[config.mk]
export PLATFORM = sky130hd
export DESIGN_NAME = pss_sequencer
export DESIGN_NICKNAME = d
export VERILOG_FILES = /design/src/logic/pss_pkg.sv /design/src/logic/pss_divider.sv /design/src/logic/pss_idle_timer.sv /design/src/logic/pss_sequencer.sv
export SDC_FILE = /design/constraint.sdc
export NUM_CORES = 1
export LEC_CHECK = 0
export ABC_AREA = 1
export BUFFER_PORTS_ARGS = -buffer_cell sky130_fd_sc_hd__buf_2
export CAP_MARGIN = 20
export CORE_MARGIN = 1.5
export CORE_UTILIZATION = 50
export DETAILED_ROUTE_END_ITERATION = 6
export HOLD_SLACK_MARGIN = 0.1
export PLACE_DENSITY = 0.74
export SLEW_MARGIN = 10
export SYNTH_ARGS = -nofsm -noshare
export SYNTH_HDL_FRONTEND = slang
export SYNTH_HIERARCHICAL = 1
export SYNTH_SLANG_ARGS = --single-unit
[constraint.sdc]
create_clock -name clk_sys_i -period 2 [get_ports clk_sys_i]
set_clock_uncertainty 0.05 [all_clocks]
set_input_delay 0.1 -clock clk_sys_i [delete_from_list [all_inputs] [get_ports clk_sys_i]]
set_output_delay 0.1 -clock clk_sys_i [all_outputs]
set_load 0.01 [all_outputs]
[src/logic/pss_pkg.sv]
package pss_pkg;

    // ------------------------------------------------------------------
    // Register byte offsets on the AXI4-Lite slave.
    // ------------------------------------------------------------------
    localparam logic [7:0] PSS_OFF_PORTG = 8'h00;
    localparam logic [7:0] PSS_OFF_INTCTL = 8'h04;
    localparam logic [7:0] PSS_OFF_CANBUS = 8'h08;
    localparam logic [7:0] PSS_OFF_PORTM_WAKEUP_ENABLE_REG = 8'h0C;
    localparam logic [7:0] PSS_OFF_STATUS = 8'h10;
    localparam logic [7:0] PSS_OFF_IRQ_STS = 8'h14;
    localparam logic [7:0] PSS_OFF_IRQ_MSK = 8'h18;
    localparam logic [7:0] PSS_OFF_LWKEN = 8'h1C;

    // ------------------------------------------------------------------
    // Field positions.
    // ------------------------------------------------------------------
    localparam int PSS_HALT_BIT = 7;
    localparam int PSS_IDLE_BIT = 6;
    localparam int PSS_PEND_BIT = 5;
    localparam int PSS_TEN_BIT = 4;
    localparam int PSS_GIE_BIT = 0;
    localparam int PSS_CANWK_BIT = 7;
    localparam int PSS_RXLO_BIT = 0;
    localparam int PSS_RXHI_BIT = 1;
    localparam int PSS_IDLE_TAP = 12;

    // ------------------------------------------------------------------
    // Reset values and cycle counts.
    // ------------------------------------------------------------------
    localparam logic [7:0] PSS_RST_BYTE = 8'h00;
    localparam logic [15:0] PSS_WAKE_LOAD = 16'h0100;
    localparam int PSS_OSC_DIV = 10;
    localparam logic [3:0] PSS_DIV_LAST = 4'(PSS_OSC_DIV - 1);

    // Power states.
    typedef enum logic [1:0] {
        PSS_RUN,
        PSS_IDLE,
        PSS_HALT,
        PSS_SETTLE
    } pss_state_t;

    // Events raised by the core toward the interrupt status register.
    typedef struct packed {
        logic wake_done;
        logic idle_exit;
        logic tick;
    } pss_evt_t;

endpackage

[src/logic/pss_divider.sv]
`timescale 1ns/100ps
`default_nettype none
// Divides the oscillator rate down to the instruction cycle strobe.
module pss_divider
    import pss_pkg::*;
(
    input wire logic clk_sys_i,
    input wire logic resetn_i,
    input wire logic run_i,
    output logic tick_o
);
    // Position inside one instruction cycle.
    logic [3:0] phase;

    // ------------------------------------------------------------------
    // Counter: one strobe in every ten oscillator clocks.
    // ------------------------------------------------------------------
    always_ff @(posedge clk_sys_i or negedge resetn_i) begin
        if (!resetn_i) begin
            phase <= 4'h0;
            tick_o <= 1'b0;
        end else if (!run_i) begin
            // Halted oscillator: no strobes at all.
            phase <= 4'h0;
            tick_o <= 1'b0;
        end else if (phase == PSS_DIV_LAST) begin
            phase <= 4'h0;
            tick_o <= 1'b1;
        end else begin
            phase <= phase + 4'h1;
            tick_o <= 1'b0;
        end
    end
endmodule
`default_nettype wire

[src/logic/pss_idle_timer.sv]
`timescale 1ns/100ps
`default_nettype none
// Free running idle timer with a settle load and the bit-12 toggle event.
module pss_idle_timer
    import pss_pkg::*;
(
    input wire logic clk_sys_i,
    input wire logic resetn_i,
    input wire logic tick_i,
    input wire logic load_i,
    output logic [15:0] count_o,
    output logic toggle_o,
    output logic expired_o
);
    // ------------------------------------------------------------------
    // Timer: counts down on instruction strobes, loads 256 on wakeup.
    // ------------------------------------------------------------------
    always_ff @(posedge clk_sys_i or negedge resetn_i) begin
        if (!resetn_i) begin
            count_o <= 16'h0000;
        end else if (load_i) begin
            count_o <= PSS_WAKE_LOAD;
        end else if (tick_i) begin
            count_o <= count_o - 16'h0001;
        end
    end

    // Thirteenth bit changes on this strobe, every 4096 cycles.
    assign toggle_o = tick_i && !load_i && (count_o[11:0] == 12'h000);
    // Settle count reaches its end on the strobe that leaves it at zero.
    assign expired_o = tick_i && !load_i && (count_o == 16'h0001);
endmodule
`default_nettype wire

[src/logic/pss_sequencer.sv]
// Decided for this implementation: the address map and the AXI4-Lite interface to the registers.
`timescale 1ns/100ps
`default_nettype none
// ----------------------------------------------------------------------
// What this block does
// - Halt bit write stops clocks and timers.
// - Idle bit write keeps oscillator, idle timer.
// - Low power keeps RAM, registers, pins, timers.
// - Halt exits on port wakeup or reset.
// - Halt wakeup loads 256, gates clocks after.
// - Instruction clock is oscillator over ten.
// - Halt-disable option ignores halt writes.
// - Idle exits on reset, wakeup, bit-12 toggle.
// - Each bit-12 toggle sets pending flag.
// - Tick interrupt needs enable; pending still works.
// - Enabled idle exit services tick interrupt first.
// - Disabled idle exit resumes next instruction.
// - Port M bit 7 clear disables bus wakeup.
// - Reference on while any comparator is on.
// - Pending bit 5, enable bit 4, global enable.
// - Bit-12 underflow clears idle bit, ends idle.
// ----------------------------------------------------------------------
module pss_sequencer
    import pss_pkg::*;
#(
    parameter bit HALT_DISABLE = 1'b0
)
(
    input wire logic clk_sys_i,
    input wire logic resetn_i,
    // AXI4-Lite slave.
    input wire logic [7:0] s_axi_awaddr,
    input wire logic s_axi_awvalid,
    output logic s_axi_awready,
    input wire logic [31:0] s_axi_wdata,
    input wire logic [3:0] s_axi_wstrb,
    input wire logic s_axi_wvalid,
    output logic s_axi_wready,
    output logic [1:0] s_axi_bresp,
    output logic s_axi_bvalid,
    input wire logic s_axi_bready,
    input wire logic [7:0] s_axi_araddr,
    input wire logic s_axi_arvalid,
    output logic s_axi_arready,
    output logic [31:0] s_axi_rdata,
    output logic [1:0] s_axi_rresp,
    output logic s_axi_rvalid,
    input wire logic s_axi_rready,
    // Wakeup pins of ports L and M and the bus wakeup comparator.
    input wire logic [7:0] port_l_wake_i,
    input wire logic [6:0] port_m_wake_i,
    input wire logic can_wake_i,
    // Clock gating, comparator and reference controls, and interrupt outputs.
    output logic core_clk_en_o,
    output logic osc_en_o,
    output logic idle_timer_en_o,
    output logic can_main_comp_en_o,
    output logic can_wake_comp_en_o,
    output logic can_vref_en_o,
    output logic can_vref_oe_n_o,
    output logic tick_irq_o,
    output logic irq_o
);
    // ------------------------------------------------------------------
    // State and registers.
    // ------------------------------------------------------------------
    pss_state_t state; // Power state.
    logic [7:0] port_g; // Port G data, holds halt and idle flags.
    logic [7:0] int_control_reg; // Pending, enable, global enable.
    logic [7:0] can_bus_control_reg; // Receive comparator enables.
    logic [7:0] portm_wakeup_enable_reg; // Port M and bus wakeup enables.
    logic [7:0] portl_wakeup_enable_reg; // Port L wakeup enables.
    logic [2:0] irq_sts; // Sticky event bits.
    logic [2:0] irq_msk; // Event mask, one enables.
    logic [15:0] idle_timer; // Timer value for status reads.
    logic tick, toggle, expired, settle_load;
    logic [15:0] wake_s1, wake_s2; // Two-stage pin synchronisers.
    logic [15:0] wake_prev; // Previous synchronised level.
    logic wake_evt; // Rising edge on an enabled source.
    pss_evt_t evt;

    // ------------------------------------------------------------------
    // Wakeup pin synchronisers; only stage two is looked at.
    // ------------------------------------------------------------------
    always_ff @(posedge clk_sys_i or negedge resetn_i) begin
        if (!resetn_i) begin
            wake_s1 <= 16'h0000;
            wake_s2 <= 16'h0000;
            wake_prev <= 16'h0000;
        end else begin
            wake_s1 <= {can_wake_i, port_m_wake_i, port_l_wake_i};
            wake_s2 <= wake_s1;
            wake_prev <= wake_s2;
        end
    end

    // Enables: bus wakeup rides on port M bit 7.
    logic [15:0] wake_en;
    assign wake_en = {portm_wakeup_enable_reg[PSS_CANWK_BIT],
                      portm_wakeup_enable_reg[6:0],
                      portl_wakeup_enable_reg};
    logic [15:0] wake_rise;
    assign wake_rise = wake_s2 & ~wake_prev & wake_en;
    assign wake_evt = |wake_rise;

    // ------------------------------------------------------------------
    // Instruction strobe and idle timer.
    // ------------------------------------------------------------------
    // Halt stops the oscillator, so the divider phase clears and the timer holds.
    assign osc_en_o = (state != PSS_HALT);
    assign settle_load = (state == PSS_HALT) && wake_evt;

    pss_divider u_div (
        .clk_sys_i(clk_sys_i),
        .resetn_i(resetn_i),
        .run_i(osc_en_o || settle_load),
        .tick_o(tick)
    );

    pss_idle_timer u_tmr (
        .clk_sys_i(clk_sys_i),
        .resetn_i(resetn_i),
        .tick_i(tick && state != PSS_HALT),
        .load_i(settle_load),
        .count_o(idle_timer),
        .toggle_o(toggle),
        .expired_o(expired)
    );

    // Oscillator and timer keep going in idle; core clocks gate off.
    assign idle_timer_en_o = osc_en_o;
    assign core_clk_en_o = (state == PSS_RUN);

    // ------------------------------------------------------------------
    // AXI4-Lite write path: address and data taken in either order.
    // ------------------------------------------------------------------
    logic aw_held, w_held;
    logic [7:0] aw_addr;
    logic [31:0] w_data;
    logic [3:0] w_strb;
    logic do_write;
    assign s_axi_awready = !aw_held && !s_axi_bvalid;
    assign s_axi_wready = !w_held && !s_axi_bvalid;
    assign do_write = aw_held && w_held && !s_axi_bvalid;

    always_ff @(posedge clk_sys_i or negedge resetn_i) begin
        if (!resetn_i) begin
            aw_held <= 1'b0;
            w_held <= 1'b0;
            aw_addr <= 8'h00;
            w_data <= 32'h0000_0000;
            w_strb <= 4'h0;
            s_axi_bvalid <= 1'b0;
        end else begin
            if (s_axi_awvalid && s_axi_awready) begin
                aw_held <= 1'b1;
                aw_addr <= s_axi_awaddr;
            end
            if (s_axi_wvalid && s_axi_wready) begin
                w_held <= 1'b1;
                w_data <= s_axi_wdata;
                w_strb <= s_axi_wstrb;
            end
            if (do_write) begin
                aw_held <= 1'b0;
                w_held <= 1'b0;
                s_axi_bvalid <= 1'b1;
            end else if (s_axi_bready) begin
                s_axi_bvalid <= 1'b0;
            end
        end
    end
    // Every address answers OKAY; unmapped writes are dropped.
    assign s_axi_bresp = 2'b00;

    // Write of one register byte with lane 0 enabled.
    function automatic logic hit(input logic [7:0] off);
        hit = do_write && (aw_addr == off) && w_strb[0];
    endfunction

    // ------------------------------------------------------------------
    // Power state machine.
    // ------------------------------------------------------------------
    logic halt_req, idle_req;
    assign halt_req = hit(PSS_OFF_PORTG) && w_data[PSS_HALT_BIT]
                      && !HALT_DISABLE;
    assign idle_req = hit(PSS_OFF_PORTG) && w_data[PSS_IDLE_BIT];

    always_ff @(posedge clk_sys_i or negedge resetn_i) begin
        if (!resetn_i) begin
            state <= PSS_RUN; // Reset pin also ends halt and idle.
        end else begin
            case (state)
                PSS_RUN: begin
                    if (halt_req) begin
                        state <= PSS_HALT;
                    end else if (idle_req) begin
                        state <= PSS_IDLE;
                    end
                end
                PSS_IDLE: begin
                    if (toggle || wake_evt) begin
                        state <= PSS_RUN;
                    end
                end
                PSS_HALT: begin
                    if (wake_evt) begin
                        state <= PSS_SETTLE;
                    end
                end
                PSS_SETTLE: begin
                    if (expired) begin
                        state <= PSS_RUN;
                    end
                end
                default: begin
                    state <= PSS_RUN;
                end
            endcase
        end
    end

    // ------------------------------------------------------------------
    // Port G data byte; hardware clears the flags on exit.
    // ------------------------------------------------------------------
    always_ff @(posedge clk_sys_i or negedge resetn_i) begin
        if (!resetn_i) begin
            port_g <= PSS_RST_BYTE;
        end else begin
            if (hit(PSS_OFF_PORTG)) begin
                port_g <= w_data[7:0];
                if (HALT_DISABLE) begin
                    port_g[PSS_HALT_BIT] <= 1'b0;
                end
            end
            if (toggle) begin
                port_g[PSS_IDLE_BIT] <= 1'b0;
            end
            if (state == PSS_IDLE && wake_evt) begin
                port_g[PSS_IDLE_BIT] <= 1'b0;
            end
            if (state == PSS_SETTLE && expired) begin
                port_g[PSS_HALT_BIT] <= 1'b0;
            end
        end
    end

    // ------------------------------------------------------------------
    // Interrupt control: the toggle set wins over a clearing write.
    // ------------------------------------------------------------------
    always_ff @(posedge clk_sys_i or negedge resetn_i) begin
        if (!resetn_i) begin
            int_control_reg <= PSS_RST_BYTE;
        end else begin
            if (hit(PSS_OFF_INTCTL)) begin
                int_control_reg <= w_data[7:0];
            end
            if (toggle) begin
                int_control_reg[PSS_PEND_BIT] <= 1'b1;
            end
        end
    end

    // Pending flag runs regardless of the enable.
    // With the enable set, the core takes the service routine before
    // resuming after the enter-idle write; otherwise it just resumes.
    assign tick_irq_o = int_control_reg[PSS_PEND_BIT]
                        && int_control_reg[PSS_TEN_BIT]
                        && int_control_reg[PSS_GIE_BIT];

    // ------------------------------------------------------------------
    // Bus comparator enables and wakeup enable registers.
    // ------------------------------------------------------------------
    always_ff @(posedge clk_sys_i or negedge resetn_i) begin
        if (!resetn_i) begin
            can_bus_control_reg <= PSS_RST_BYTE;
            portm_wakeup_enable_reg <= PSS_RST_BYTE;
            portl_wakeup_enable_reg <= PSS_RST_BYTE;
        end else begin
            if (hit(PSS_OFF_CANBUS)) begin
                can_bus_control_reg <= w_data[7:0];
            end
            if (hit(PSS_OFF_PORTM_WAKEUP_ENABLE_REG)) begin
                portm_wakeup_enable_reg <= w_data[7:0];
            end
            if (hit(PSS_OFF_LWKEN)) begin
                portl_wakeup_enable_reg <= w_data[7:0];
            end
        end
    end

    // Main comparator off only when both enables are cleared.
    assign can_main_comp_en_o = can_bus_control_reg[PSS_RXLO_BIT]
                                || can_bus_control_reg[PSS_RXHI_BIT];
    assign can_wake_comp_en_o = portm_wakeup_enable_reg[PSS_CANWK_BIT];
    // Reference follows either comparator; pin floats when off.
    assign can_vref_en_o = can_main_comp_en_o || can_wake_comp_en_o;
    assign can_vref_oe_n_o = !can_vref_en_o;

    // ------------------------------------------------------------------
    // Sticky interrupt status, write one to clear; set beats clear.
    // ------------------------------------------------------------------
    assign evt.tick = toggle;
    assign evt.idle_exit = (state == PSS_IDLE) && (toggle || wake_evt);
    assign evt.wake_done = (state == PSS_SETTLE) && expired;

    always_ff @(posedge clk_sys_i or negedge resetn_i) begin
        if (!resetn_i) begin
            irq_sts <= 3'h0;
            irq_msk <= 3'h0;
        end else begin
            if (hit(PSS_OFF_IRQ_MSK)) begin
                irq_msk <= w_data[2:0];
            end
            if (hit(PSS_OFF_IRQ_STS)) begin
                irq_sts <= (irq_sts & ~w_data[2:0]) | evt;
            end else begin
                irq_sts <= irq_sts | evt;
            end
        end
    end
    assign irq_o = |(irq_sts & irq_msk);

    // ------------------------------------------------------------------
    // AXI4-Lite read path: one cycle to answer, rdata from a register.
    // ------------------------------------------------------------------
    assign s_axi_arready = !s_axi_rvalid;
    assign s_axi_rresp = 2'b00;

    always_ff @(posedge clk_sys_i or negedge resetn_i) begin
        if (!resetn_i) begin
            s_axi_rvalid <= 1'b0;
            s_axi_rdata <= 32'h0000_0000;
        end else if (s_axi_arvalid && s_axi_arready) begin
            s_axi_rvalid <= 1'b1;
            case (s_axi_araddr)
                PSS_OFF_PORTG: s_axi_rdata <= {24'h0, port_g};
                PSS_OFF_INTCTL: s_axi_rdata <= {24'h0, int_control_reg};
                PSS_OFF_CANBUS: s_axi_rdata <= {24'h0, can_bus_control_reg};
                PSS_OFF_PORTM_WAKEUP_ENABLE_REG: s_axi_rdata <= {24'h0, portm_wakeup_enable_reg};
                PSS_OFF_LWKEN: s_axi_rdata <= {24'h0, portl_wakeup_enable_reg};
                PSS_OFF_STATUS: s_axi_rdata <= {14'h0, state, idle_timer};
                PSS_OFF_IRQ_STS: s_axi_rdata <= {29'h0, irq_sts};
                PSS_OFF_IRQ_MSK: s_axi_rdata <= {29'h0, irq_msk};
                default: s_axi_rdata <= 32'h0000_0000;
            endcase
        end else if (s_axi_rready) begin
            s_axi_rvalid <= 1'b0;
        end
    end

    // ------------------------------------------------------------------
    // Checks.
    // ------------------------------------------------------------------
    property p_halt_enter;
        @(posedge clk_sys_i) disable iff (!resetn_i)
        (state == PSS_RUN && halt_req) |=> (state == PSS_HALT && !osc_en_o);
    endproperty
    a_halt_enter: assert property (p_halt_enter)
        else $error("halt write did not stop the oscillator");

    property p_idle_enter;
        @(posedge clk_sys_i) disable iff (!resetn_i)
        (state == PSS_RUN && !halt_req && idle_req) |=>
            (state == PSS_IDLE && osc_en_o && !core_clk_en_o);
    endproperty
    a_idle_enter: assert property (p_idle_enter)
        else $error("idle write did not gate the core only");

    property p_halt_wake;
        @(posedge clk_sys_i) disable iff (!resetn_i)
        (state == PSS_HALT && wake_evt) |=>
            (state == PSS_SETTLE && idle_timer == PSS_WAKE_LOAD);
    endproperty
    a_halt_wake: assert property (p_halt_wake)
        else $error("halt wakeup did not load the settle count");

    property p_settle_len;
        @(posedge clk_sys_i) disable iff (!resetn_i)
        $rose(state == PSS_SETTLE) |-> !core_clk_en_o [*8];
    endproperty
    a_settle_len: assert property (p_settle_len)
        else $error("core clocks released during settle");

    property p_div;
        @(posedge clk_sys_i) disable iff (!resetn_i)
        tick |=> !tick [*8] ##1 !tick;
    endproperty
    a_div: assert property (p_div)
        else $error("instruction strobe spacing not ten");

    // A halt write must take effect exactly when the option allows it.
    property p_halt_off;
        @(posedge clk_sys_i) disable iff (!resetn_i)
        ((state == PSS_RUN && do_write && aw_addr == PSS_OFF_PORTG
          && w_strb[0] && w_data[PSS_HALT_BIT]) |=>
            ((state == PSS_HALT) == !HALT_DISABLE))
        and (!HALT_DISABLE || state != PSS_HALT);
    endproperty
    a_halt_off: assert property (p_halt_off)
        else $error("halt entered with halt disabled");

    property p_idle_exit;
        @(posedge clk_sys_i) disable iff (!resetn_i)
        (state == PSS_IDLE && toggle) |=>
            (state == PSS_RUN && !port_g[PSS_IDLE_BIT]
             && int_control_reg[PSS_PEND_BIT]);
    endproperty
    a_idle_exit: assert property (p_idle_exit)
        else $error("timer toggle did not end idle");

    property p_irq_gate;
        @(posedge clk_sys_i) disable iff (!resetn_i)
        !int_control_reg[PSS_TEN_BIT] |-> !tick_irq_o;
    endproperty
    a_irq_gate: assert property (p_irq_gate)
        else $error("tick interrupt without enable");

    property p_vref;
        @(posedge clk_sys_i) disable iff (!resetn_i)
        can_vref_en_o == (can_bus_control_reg[PSS_RXLO_BIT]
            || can_bus_control_reg[PSS_RXHI_BIT]
            || portm_wakeup_enable_reg[PSS_CANWK_BIT])
        && can_vref_oe_n_o == !can_vref_en_o;
    endproperty
    a_vref: assert property (p_vref)
        else $error("reference not following comparators");

    property p_halt_clear;
        @(posedge clk_sys_i) disable iff (!resetn_i)
        (state == PSS_SETTLE && expired) |=> !port_g[PSS_HALT_BIT];
    endproperty
    a_halt_clear: assert property (p_halt_clear)
        else $error("halt flag left set after wakeup");

    c_halt_cycle: cover property (@(posedge clk_sys_i)
        state == PSS_SETTLE ##1 state == PSS_RUN);
    c_idle_wake: cover property (@(posedge clk_sys_i)
        state == PSS_IDLE && wake_evt);
    c_tick_irq: cover property (@(posedge clk_sys_i) $rose(tick_irq_o));
endmodule
`default_nettype wire

Word level (Yosys, flattened, before mapping)
Index checks and enable logic that the tools add are counted.
{"block": "word_totals", "regBits": 170, "elab_cells": 144}
{"block": "classes", "add_sub_neg": 2, "reduce_logical": 58, "n_eq_ne": 23, "n_bitwise": 8, "n_mux": 28}
{"operator": "$pmux 18 s8", "n": 1}
{"operator": "$eq 8x5->1 const B", "n": 7}
{"operator": "$logic_and 1x1->1", "n": 33}
{"operator": "$and 16x16->16", "n": 2}
{"operator": "$eq 8x4->1 const B", "n": 4}
{"operator": "$mux 16", "n": 2}
{"operator": "$eq 16x1->1 const B", "n": 1}
{"operator": "$eq 8x3->1 const B", "n": 2}
{"operator": "$logic_not 8->1", "n": 2}
{"operator": "$not 16->16", "n": 1}
{"operator": "$reduce_or 16->1", "n": 1}
{"operator": "$sub 16x1->16 const B", "n": 1}
{"operator": "$mux 1", "n": 14}
{"operator": "$reduce_bool 2->1", "n": 7}
{"operator": "$logic_not 12->1", "n": 1}
{"operator": "$mux 2", "n": 5}
{"operator": "$mux 4", "n": 2}
{"operator": "$mux 8", "n": 1}
{"operator": "$pmux 2 s4", "n": 1}
{"operator": "$and 3x3->3", "n": 2}
{"operator": "$logic_not 1->1", "n": 6}
{"operator": "$mux 6", "n": 1}
{"operator": "$ne 2x2->1 const B", "n": 3}
{"operator": "$or 3x3->3", "n": 2}
{"operator": "other kinds (13)", "n": 17}

Depth between registers and ports, before layout
Gate-level depths: netlist of run 1.
{"block": "depth", "depth_word": 12, "ltp_mapped": 17, "mapped_depth_nobuf": 17}

By module
Netlist of run 1, hierarchy kept.
{"module": "pss_sequencer", "instances": 1, "area_each_um2": 5604.1, "seq_area_each_um2": 3378.2, "cells_per_inst": 585}
{"module": "pss_idle_timer", "instances": 1, "area_each_um2": 967.2, "seq_area_each_um2": 400.4, "cells_per_inst": 124}
{"module": "pss_divider", "instances": 1, "area_each_um2": 226.5, "seq_area_each_um2": 125.1, "cells_per_inst": 23}

Worst setup path after synthesis of run 1
No wires, ideal clock.
{"block": "synth_path", "path_kind": "register -> register", "from": "reg portm_wakeup_enable_reg[7]", "to": "reg state[0]", "stages_incl_launch_ff": 17, "slack_ns": -0.045, "arrival_ns": 1.878, "n_path_buf": 0, "cell_sequence": "dfrtp_1 nand3b_1 nand2_1 nor2_1 nand2_1 nor2_1 nor2_1 nor2_2 nand4_1 nor4_2 nor3_1 inv_1 nand2_1 inv_1 nand3_1 nand2_1 nand2_1"}
{"item": "start, declared", "line_no": "pss_sequencer.sv:71", "source": "logic [7:0] portm_wakeup_enable_reg;"}
{"item": "start signal, assigned", "line_no": "pss_sequencer.sv:284", "source": "portm_wakeup_enable_reg <= w_data[7:0];"}
{"item": "$and 16x16->16", "line_no": "pss_sequencer.sv:103", "source": "assign wake_rise = wake_s2 & ~wake_prev & wake_en;"}
{"item": "$reduce_or 16->1", "line_no": "pss_sequencer.sv:104", "source": "assign wake_evt = |wake_rise;"}
{"item": "$logic_and 1x1->1", "line_no": "pss_sequencer.sv:111", "source": "assign settle_load = (state == PSS_HALT) && wake_evt;"}
{"item": "via settle_load", "line_no": "pss_sequencer.sv:76", "source": "logic tick, toggle, expired, settle_load;"}
{"item": "$logic_not 1->1", "line_no": "pss_idle_timer.sv:31", "source": "assign expired_o = tick_i && !load_i && (count_o == 16'h0001);"}
{"item": "$logic_and 1x1->1 (2 in series)", "line_no": "pss_idle_timer.sv:31"}
{"item": "via expired", "line_no": "pss_sequencer.sv:76"}
{"item": "$ne 2x2->1 (no source line)"}
{"item": "$reduce_and 4->1 (no source line)"}
{"item": "end signal, assigned", "line_no": "pss_sequencer.sv:191", "source": "state <= PSS_RUN;"}
{"item": "end signal, assigned", "line_no": "pss_sequencer.sv:196", "source": "state <= PSS_HALT;"}
{"item": "end signal, assigned", "line_no": "pss_sequencer.sv:198", "source": "state <= PSS_IDLE;"}
{"item": "end, declared", "line_no": "pss_sequencer.sv:67", "source": "pss_state_t state;"}
The timed path passes the listed nets, and every way through them passes these cells.
A chain may end at the register's enable or synchronous reset.

Final worst setup path of run 1
{"block": "layout_path", "from": "reg portl_wakeup_enable_reg[2]", "to": "reg state[0]"}
{"item": "start, declared", "line_no": "pss_sequencer.sv:72", "source": "logic [7:0] portl_wakeup_enable_reg;"}
{"item": "start signal, assigned", "line_no": "pss_sequencer.sv:287", "source": "portl_wakeup_enable_reg <= w_data[7:0];"}
{"item": "$and 16x16->16", "line_no": "pss_sequencer.sv:103"}
{"item": "$reduce_or 16->1", "line_no": "pss_sequencer.sv:104"}
{"item": "$logic_and 1x1->1", "line_no": "pss_sequencer.sv:111"}
{"item": "via settle_load", "line_no": "pss_sequencer.sv:76"}
{"item": "$logic_not 1->1", "line_no": "pss_idle_timer.sv:31"}
{"item": "$logic_and 1x1->1 (2 in series)", "line_no": "pss_idle_timer.sv:31"}
{"item": "via expired", "line_no": "pss_sequencer.sv:76"}
{"item": "$ne 2x2->1 (no source line)"}
{"item": "$reduce_and 4->1 (no source line)"}
The timed path passes the listed nets, and every way through them passes these cells.

==> summary by stage, run 1 <==
Synth
The commonest cells after synthesis are 164 x nand2_1, 156 x dfrtp_1, 67 x inv_1. Synthesis produced a netlist whose cell count is 732. A synthesized cell averages 9.29 um2. The post-synthesis sequential element count is 156. The unique cell type count in the Yosys netlist is 37.

The netlist area before placement is 6800 um2. Ranked by total cell area, the synthesized netlist is headed by dfrtp_1 57%, nand2_1 9.1%, nand3_1 4.3%. After synthesis, the largest area contributor takes up 57.4% of total cell area.

The register area share after synthesis is 57.4%. The number of warnings issued by yosys is 6. The dominant synthesized flop cell is dfrtp_1. The cell with the most instances after synthesis is nand2_1. In the synthesized netlist the async set-or-reset flop fraction comes to 100%.

The leading area contributor after synthesis is dfrtp_1. Counting flops with a built-in enable in the synthesized netlist gives 0.

Floorplan
The die outline width is 120 um. 125 I/O pins were placed. The area of the die is 14300 um2. The core box area is 13200 um2.

The floorplan step set the die height to 120 um. The initial core utilization is 51.3%. The floorplan has 42 rows.

Global route
The number of global-route vias before repair is 4918. The total overflow reported by the global router is 0. The initial antenna violation count was 0. Entering global routing, the biggest net connects 50 pins. Global routing used 21.9% of the available tracks across all layers. The first global-routing pass estimated 24200 um of wire.

Layout
The area taken by multi-input logic gates is 2500 um2. The final net count is 972. The area growth from synthesis to layout is 26.7%. The core utilization of the finished layout is 65.0%. The sequential cell area is 3900 um2. The repair_antennas step left the layout with diodes totalling 0. More flip-flops sit in one register than any other, and that register is s_axi_rdata. Fill cells in the final layout number 1084. In the final layout, the share of cells above drive strength 1 is 24.2%. The number of flip-flops in the largest register is 18.

STA
The final hold violation count came to 0. Setup violations remaining at the end of the flow were counted as 2. Adding up every negative setup slack in the final design gives -0.101 ns.

Setup repair after global routing could not meet its margin everywhere. The worst-margin pin slew is 0.546 ns. The fmax is 0.481 GHz. The count of pins over their slew limit is 0. Final hold analysis gives a worst-case slack of 0.122 ns. The headroom to the max-slew limit is 63.5%.

The share of the clock period used by the worst path is 104%. The final critical path time including I/O delays and setup is 2.08 ns. Setup slack on the critical path of the routed design comes to -0.0790 ns.

Drt
The detailed router's first-iteration violation count is 406. The DRC violation count after routing is 0. The total iterations of the first detailed-routing run is 5. The via count of the routed design is 5445.

The detail route stage leaves a number of antenna-violating nets equal to 0. The final routed wire length divided by cell count is 13.9 um. Dividing the detail-routed via count by the number of cells gives 5.03. The final layout contains routed wiring with a total length of 15000 um.

Placed design
The worst slack after detailed placement is -0.0569 ns. The final weighted congestion in routability-driven placement is 0.893. The number of input and output port buffers inserted is 79. Detailed placement ended at an HPWL of 10200 um.

CTS
Clock-pin slew was measured on the worst setup and hold paths at 0.06 ns. The tree is rooted in a clkbuf_16. TritonCTS built the clock tree. CTS built an H-tree with a depth of 4.

The number of CTS-inserted buffers is 17. The buffer levels on the longest clock path is 2. For this design, the sink count on the clock tree is 156.

For the worst-skew pair, the clock arrives at the later sink with an insertion delay of 0.43 ns.

Power
The power per cell area is 1070 nW/um2. For this design the static power due to leakage is 4.28 nW. The design draws 9.26 mW. Across the VDD grid, the largest voltage drop is 0.742 mV.

Status
The run finished, with violations left. The final reports fail on negative setup slack.

Critical path
The highest fanout seen on the critical path is 3. STA puts the critical path data arrival time at 2.34 ns. The worst setup path is captured at a register. STA puts the critical path data required time at 2.26 ns. The worst setup path is of the reg2reg kind.

The worst setup path is launched from a register.

Run
Max-cap violations in this run came to 0.

Worst hold path
The min-delay analysis places its worst path in the category in2reg.
[cell usage in the layout (no fill, tap or decap), types with 15 or more instances in the layout]
master         count
a21oi_1           26
buf_2             78
buf_4             43
clkbuf_16         17
conb_1            18
dfrtp_1          156
dlygate4sd3_1     36
inv_1             66
nand2_1          162
nand3_1           55
nand4_1           15
nor2_1            58
o21ai_0           55
[final timing paths]
| check | to | slack [ns] | from | cells after the start |
|---|---|---|---|---|
| setup / recovery | state[0]$_DFFE_PN0P_ | -0.08 | portl_wakeup_enable_reg[2]$_DFFE_PN0P_ | 16 |
| hold / removal | s_axi_rvalid$_DFFE_PN0P_ | 0.12 | s_axi_arvalid | 4 |
| setup reg to reg | state[0]$_DFFE_PN0P_ | -0.08 | portl_wakeup_enable_reg[2]$_DFFE_PN0P_ | 16 |
| hold reg to reg | wake_s2[13]$_DFF_PN0_ | 0.29 | wake_s1[13]$_DFF_PN0_ | 0 |
| max in group asynchronous | aw_addr[5]$_DFFE_PN0P_ | 1.13 | resetn_i | 3 |
| min in group asynchronous | wake_s1[1]$_DFF_PN0_ | 0.14 | resetn_i | 2 |
[metrics by stage]
step                std cells  instance area (um2)
floorplan                 749                 6860
global placement         1005                 7540
detailed placement       1005                 7540
CTS                      1079                 8560
global route             1082                 8610
finish                   1082                 8610
[where the power goes]
part / total (mW) / internal [mW] / leakage, nW / switching, mW
sequential: 3.99 / 3.64 / 1.91 / 0.346
combinational: 2.11 / 0.841 / 2.08 / 1.27
clock: 3.16 / 1.93 / 0.286 / 1.23
total: 9.26 / 6.42 / 4.28 / 2.84
[timing repair]
action,CTS,global route
hold buffers,36,0
buffers inserted,6,3
pin swaps,16,12
gates resized for setup,6,9
setup endpoints to repair,4,4
hold endpoints to repair,191,0
[cell type report]
type / instances / share of cell area [%]
Clock buffer: 22 / 5.51
Clock inverter: 10 / 1.31
Inverter: 74 / 3.22
Multi-Input combinational cell: 484 / 29.0
Sequential cell: 156 / 45.3
Tap cell: 176 / 2.56
Timing Repair Buffer: 160 / 13.1
[kinds of logic (layout without fill, tap and decap cells)]
family	after synthesis	after routing	synth area share, %
buffers and inverters	109	266	7.58
AND/OR/NAND/NOR	348	348	24.4
flip-flops	156	156	57.4
multiplexers	6	6	0.994
XOR/XNOR	1	1	0.129
other	1	18	0.0552
adder cells (fa/ha/maj)	4	4	0.736
AO/OA/AOI/OAI	107	107	8.69
[layer usage]
layer  part of all wire [%]  vias up  GRT usage, %
met1                     44     2562          30.7
li1                       -     2669             -
met4                    2.2        0          8.71
met5                      0        -             0
met3                    5.9       28          4.61
met2                     47      186          33.7
[critical path, stage by stage (launching register included)]
cell and delay (ns):
dfrtp_1 0.39, nand3_1 0.10, nand2_1 0.07, nor2_2 0.15, nand2_2 0.10, nor2_4 0.18
nor2_4 0.05, nor2_2 0.12, nand4_1 0.10, nor4_2 0.23, nor3_2 0.09, inv_1 0.06
nand2_1 0.05, inv_2 0.07, nand3_2 0.05, nand2_1 0.06, nand2_1 0.04
Power figures use the tool's default switching activity.
==> run 2: changes to the inputs <==
Settings changed: PLACE_DENSITY 0.74 to unset, PLACE_DENSITY_LB_ADDON set to 0.15.
==> run 2 against run 1 <==
  * Die area unchanged
  * First-iteration DRC count decreased by 5.7%
  * Worst setup slack got worse by 0.037 ns
  * The run still ends with negative setup slack left
  * Sequential power about the same
  * Critical endpoint unchanged
  * Register-to-register slack got worse by 0.04 ns
  * Largest power group unchanged
  * Highest routed layer unchanged
==> summary by stage, run 2 (same netlist as run 1, synthesis figures left out) <==
Worst hold path
The min-delay analysis places its worst path in the category in2reg. The hold-critical path endpoint is aw_held$_DFFE_PN0P_. Counting instances, the worst hold path has a depth of 3. The startpoint of the most critical hold path is s_axi_awvalid.

Floorplan
The floorplan step set the die width to 120 um. The initial core utilization is 51.3%. The y dimension of the die is 120 um. The floorplan step defined a die boundary enclosing 14300 um2. The floorplan has 42 rows.

The total area inside the core boundary comes to 13200 um2. 125 I/O pins were placed.

Drt
The first TritonRoute pass finished after 5 iterations. After detailed routing, the number of vias per cell comes to 5.07. The detail route stage leaves a number of antenna-violating nets equal to 0. For this block, the initial DRC count from the detailed router was 383. The overall routed net length is 15300 um. Dividing the detail-routed wire length by the instance count gives 14.1 um. The DRC violation count after routing is 0. For this block, the via count after detailed routing is 5470.

Power
Dividing total power by cell area gives a power density of 1060 nW/um2. The share of total power dissipated in the clock network is 33.4%. Summed over all nets, the switching power comes to 2.85 mW. The static leakage is 4.28 nW. The net switching fraction of the power is 31.3%. The share of power burned in registers is 43.7%. The maximum VDD drop is 0.787 mV. The fraction of power consumed by combinational cells is 22.8%. Internal power comes to 6.25 mW.

Global route
The overall track demand over capacity in global routing is 22.9%. The initial antenna violation count is 0. The number of global-route vias before repair is 5220. The largest net degree at the start of global routing is 47. The first global-routing pass estimated 25200 um of wire. The total overflow reported by the global router is 0.

STA
Of the available clock period, the critical path in the final layout requires 106%. The final hold violation count is 0. The headroom to the max-slew limit is 62.3%. For the final routed database, the setup TNS stands at -0.205 ns.

Setup repair after global routing could not meet its margin everywhere. The worst-margin pin slew is 0.563 ns. Setup violations remaining at the end of the flow were counted as 4. The least setup slack across all paths after layout is -0.116 ns. The fmax is 0.473 GHz.

The count of pins over their slew limit came to 0. The smallest clock period supported by the final layout is computed as 2.12 ns.

CTS
For the worst-skew pair, the clock arrives at the later sink with an insertion delay of 0.43 ns. The buffer type at the clock tree root is clkbuf_16. In this run the number of H-tree levels came out at 4.

The clock slew seen by the registers of the worst setup and hold paths is 0.06 ns. The buffer levels on the longest clock path is 2. The number of sinks driven by the clock tree is 156. TritonCTS built the clock tree. Clock tree synthesis inserted a total of 17 buffers.

Critical path
STA puts the critical path data arrival time at 2.38 ns. Setup slack on the worst reg-to-reg path comes out at -0.12 ns. The type of element capturing the critical path is a register. The launch instance of the worst register-to-register path is portm_wakeup_enable_reg[5]$_DFFE_PN0P_. The worst register-to-register path ends at state[0]$_DFFE_PN0P_. The critical path is of the reg2reg type. The highest fanout seen on the critical path is 3. Counting cells, the worst reg-to-reg path comes to 16. The worst setup path is launched from a register. STA puts the critical path data required time at 2.26 ns.

Run
The number of maximum-capacitance violations is 0.

Placed design
Port buffering added 79 buffers. The final weighted congestion in routability-driven placement is 0.918. The total half-perimeter wirelength after legalization and detailed placement is 10700 um.

Layout
The share of post-route cells with drive strength above 1 is 23.9%. The top cell types in the final layout, fill and taps aside, are 160 x nand2_1, 156 x dfrtp_1, 78 x buf_2. The register with the most flip-flops in the layout has 18 of them. Compared with the post-synthesis result, the final layout area differs by 26.2%. s_axi_rdata holds more flip-flops than any other register. The most common library cell in the layout ignoring fill and taps is nand2_1. At the end of the flow, the number of nets in the layout was 970. Cells fill 64.8% of the core in the end. The number of antenna repair diodes is 0.

Status
The run finished, with violations left. The checks that failed: negative setup slack.
[run 2: critical path, stage by stage (launching register included)]
cell      delay [ns]
dfrtp_1         0.39
nand3b_1        0.09
nand2_1         0.07
nor2_2          0.13
nand2_2         0.09
nor2_4          0.18
nor2_4          0.05
nor2_2          0.10
nand4_1         0.13
nor4_4          0.28
nor3_2          0.08
inv_1           0.06
nand2_1         0.06
inv_2           0.07
nand3_2         0.06
nand2_1         0.06
nand2_1         0.05
[run 2: repair_timing]
item                                   in CTS  in global routing
setup endpoints to repair                   4                 13
endpoints found under the hold margin     191                  0
hold buffers                               38                  0
pin swaps                                   1                  8
gates resized for setup                     5                 11
buffers inserted                            1                  2
[run 2: through the flow]
step | instance area (um2) | std cells | hold WS (ns) | power, mW | setup WS (ns)
5_1_grt | 8580 | 1079 | 0.153 | 9.61 | -0.300
4_1_cts | 8520 | 1077 | 0.103 | 9.12 | -0.0348
3_5_place_dp | 7550 | 1007 | -0.0400 | 5.94 | -0.116
2_1_floorplan | 6860 | 749 | -0.246 | 5.17 | 0.0144
3_3_place_gp | 7550 | 1007 | -0.0427 | 5.86 | -0.0319
6_report | 8580 | 1079 | 0.112 | 9.10 | -0.116
[run 2: layout make-up]
class                   instances  area, um2
inverters                      74        278
flip-flops and latches        156       3900
well taps                     176        220
multi-input cells             484       2500
clock inverters                10       91.3
fillers                      1096       4660
clock buffers                  21        470
repair buffers                158       1110
[run 2: worst max path at each step]
stage,start,endpoint,slack (ns)
floorplan,portm_wakeup_enable_reg[7]$_DFFE_PN0P_,state[0]$_DFFE_PN0P_,0.01
global route,portm_wakeup_enable_reg[5]$_DFFE_PN0P_,state[0]$_DFFE_PN0P_,-0.30
detailed placement,portm_wakeup_enable_reg[1]$_DFFE_PN0P_,state[0]$_DFFE_PN0P_,-0.12
global placement,portl_wakeup_enable_reg[2]$_DFFE_PN0P_,state[0]$_DFFE_PN0P_,-0.03
CTS,wake_s2[11]$_DFF_PN0_,state[0]$_DFFE_PN0P_,-0.03
finish,portm_wakeup_enable_reg[5]$_DFFE_PN0P_,state[0]$_DFFE_PN0P_,-0.12
[run 2: metal layers]
layer	GRT usage, %	vias to the layer above	wire [um]
met4	7.07	0	153
met3	5.13	15	843
met2	35.8	179	7240
met5	0	-	0
li1	-	2666	-
met1	32.1	2610	7020
[run 2: power groups by stage]
stage | Clock, mW | Sequential, mW | Combinational [mW]
floorplan | 0 | 3.97 | 1.19
global placement | 0 | 4.01 | 1.85
detailed placement | 0 | 4.03 | 1.91
CTS | 3.10 | 3.98 | 2.04
global route | 3.25 | 4.04 | 2.32
finish | 3.05 | 3.98 | 2.08
==> run 3: changes to the inputs <==
Settings changed: ABC_AREA 1 to unset, CORE_UTILIZATION 50 to 53.
Clock period 2 ns to 2.1 ns, I/O delays scaled along.
==> run 3 against run 2 <==
  * The flow still finishes with violations (negative setup slack)
  * Fmax decreased by 10%
  * Sequential cell count unchanged
  * Final cell count decreased by 18%
  * Sequential share of layout area decreased by 1.3 points
  * Area after synthesis decreased by 1.9%
  * Non-clock buffer count increased by 27
  * Clock power increased by 2%
  * Wire length decreased by 0.85%
  * Critical path depth decreased by 11
  * Power decreased by 2.9%
  * Count of clock-buffer cells in the layout unchanged
==> summary by stage, run 3 <==
Status
The flow ran to the end, but the final reports show violations. The checks that failed: negative setup slack.

CTS
The number of sinks driven by the clock tree is 156. The tree is rooted in a clkbuf_16. The buffer levels on the longest clock path is 2.

Clock latency on the worst-skew pair, taken at its later pin, is 0.42 ns. The number of CTS-inserted buffers is 17. After clock tree synthesis, the clock-pin slew on the worst setup and hold paths is 0.06 ns. TritonCTS built the clock tree. The CTS H-tree depth is 4.

Global route
Across every metal layer, demand over resource in global routing totals 24.4%. Entering global routing, the biggest net connects 57 pins. The total overflow reported by the global router is 0.

The initial antenna violation count is 0. The number of global-route vias before repair came to 4733. The first-pass GRT wire length is 24200 um.

Synth
The netlist area before placement is 6670 um2. The compound-gate portion of the synthesized area is 6.31%. The cell with the most instances after synthesis is dfrtp_1.

The instance count of the mapped netlist is 526. Counting instances in the post-synthesis netlist gives the leading cell types as 156 x dfrtp_1, 50 x mux2_2, 43 x nand2_1. The leading area contributor after synthesis is dfrtp_1. The register area share after synthesis is 58.6%. After synthesis the netlist holds a flip-flop and latch count of 156.

The number of different library cells used by synthesis comes to 61. The per-instance average area after synthesis is 12.7 um2. In this run, synthesis inferred 0 flip-flops with an integrated enable.

The dominant synthesized flop cell is dfrtp_1. For this run, the number of Yosys warnings is 6. Of the total synthesized cell area, the portion taken by XOR and XNOR cells is 0.526%. The top cell type by area accounts for 58.6% of the synthesized area.

The area share of and/or/nand/nor cells after synthesis is 15.0%. The main combinational cell family by area after synthesis is simple AND/OR/NAND/NOR gates. By area the synthesized netlist is led by dfrtp_1 59%, mux2_2 8.4%, mux2i_1 2.6%. After synthesis, the share of cell area in mux cells is 14.0%.

The fraction of registers with async set or reset after synthesis is 100%. Summing the areas of all fa, ha and maj instances in the mapped netlist gives 0.751% of the synthesized area.

STA
The final hold violation count is 0. The count of endpoints failing setup in the final report is 34. After layout, the minimum clock period comes to 2.36 ns.

Setup slack on the critical path of the routed design comes to -0.261 ns. Setup repair after global routing could not meet its margin everywhere. On the final layout, the worst hold slack is 0.127 ns. The count of pins over their slew limit is 0. The final sum of negative setup slack is -6.97 ns. The share of the clock period used by the worst path is 112%. The fmax is 0.424 GHz.

Layout
The most common library cell in the layout ignoring fill and taps is dfrtp_1. The library cells used most frequently in the layout, excluding fill and tap cells, are 155 x dfrtp_1, 78 x buf_2, 58 x buf_4. Counting flops per register, the top entry is s_axi_rdata.

The final net count is 782. The area growth from synthesis to layout is 32.5%. The share of post-route cells with drive strength above 1 is 37.0%.

The layout has 808 filler cells. The number of flip-flops in the largest register is 18.

Critical path
STA classifies the critical path endpoint as a register. The highest fanout seen on the critical path is 8. For the worst setup path, the data arrival time is 2.61 ns. At the worst endpoint, the required time is 2.35 ns. The type of the worst setup path is reg2reg. STA classifies the critical path startpoint as a register.

Drt
The overall routed net length is 15100 um. The DRC violation count after routing is 0. The first detailed-routing pass ran for 5 iterations. Dividing the detail-routed via count by the number of cells gives 5.33. For this block, the via count after detailed routing is 4704. The count of antenna-violating nets left after detailed routing is 0. The final routed wire length divided by cell count is 17.1 um. The detailed router finished its first iteration with 190 violations.

Floorplan
For this design the top-level I/O count stands at 125. The area of the die is 13300 um2. The core region is 12200 um2. From left edge to right edge, the die measures 115 um.

The initial core utilization is 54.8%. The y dimension of the die is 115 um. The number of standard-cell rows in the floorplan is 40.

Placed design
The final weighted congestion in routability-driven placement is 0.792. The number of input and output port buffers inserted is 79. Summed over all nets, the half-perimeter wirelength after detailed placement is 9940 um. At the placement stage, the worst setup path has a slack of -0.337 ns.

Power
The static leakage is 4.11 nW. VDD sags by at most 0.794 mV. The power per cell area is 1000 nW/um2.

Run
The tool flagged a number of max-cap violations equal to 0.

Worst hold path
The worst hold path belongs to the class in2reg.
[run 3: what timing repair did]
action,CTS,global route
pin swaps,1,16
hold buffers,39,0
endpoints found under the setup margin,40,44
hold endpoints to repair,192,0
setup buffers,1,11
resized for setup,19,27
gates cloned,0,2
[run 3: stage by stage]
step / instances / utilization [%] / total power [mW] / area [um2]
floorplan: 543 / - / 4.82 / 6810
global placement: 800 / 62.2 / 5.44 / 7560
detailed placement: 800 / 62.2 / 5.54 / 7560
CTS: 870 / 70.9 / 8.77 / 8620
global route: 882 / 72.6 / 9.25 / 8830
finish: 883 / 72.6 / 8.84 / 8830
[run 3: where the power goes]
part | switching, mW | internal (mW)
clock | 1.11 | 1.99
sequential | 0.528 | 3.46
combinational | 0.840 | 0.908
total | 2.48 | 6.36
[run 3: critical path, stage by stage (launching register included)]
cell and delay (ns):
dfrtp_1 0.37, or4_4 0.55, or4_4 0.55, nor3b_4 0.22, buf_6 0.17, mux2_2 0.33
[run 3: cells by family after synthesis]
group | Yosys count
and+or+nand+nor | 159
DFF | 156
muxes | 79
AOI/OAI and AO/OA | 64
buffers and inverters | 59
adders and majority gates | 4
xor gates and xnor gates | 4
other | 1
[run 3: area by class of cell]
cell class | instances | area (um2) | area share, %
diodes | 1 | 2.50 | 0.0283
clock buffers | 21 | 450 | 5.10
clock inverters | 9 | 145 | 1.64
inverters | 14 | 52.6 | 0.595
multi-input cells | 329 | 2700 | 30.6
flip-flops and latches | 156 | 3910 | 44.2
well taps | 168 | 210 | 2.38
repair buffers | 185 | 1360 | 15.4
[run 3: path summary, 6_finish.rpt]
path | start | cells after the start | slack [ns] | endpoint
max | aw_addr[6]$_DFFE_PN0P_ | 5 | -0.26 | portm_wakeup_enable_reg[5]$_DFFE_PN0P_
min | s_axi_arvalid | 3 | 0.13 | s_axi_rdata[7]$_DFFE_PN0P_
max reg2reg | aw_addr[6]$_DFFE_PN0P_ | 5 | -0.26 | portm_wakeup_enable_reg[5]$_DFFE_PN0P_
min reg2reg | wake_s1[15]$_DFF_PN0_ | 0 | 0.30 | wake_s2[15]$_DFF_PN0_
max in group asynchronous | resetn_i | 3 | 1.20 | aw_addr[6]$_DFFE_PN0P_
min in group asynchronous | resetn_i | 2 | 0.15 | int_control_reg[2]$_DFFE_PN0P_
[run 3: per-layer routing]
metal  vias to the layer above  wire [um]  track usage, %  part of all wire [%]
met5                         -          0               0                     0
met2                       162       7260            39.6                    48
met3                        16        756            5.27                   5.0
li1                       2194          -               -                     -
met1                      2332       6850            32.9                    45
met4                         0        249            8.23                   1.6
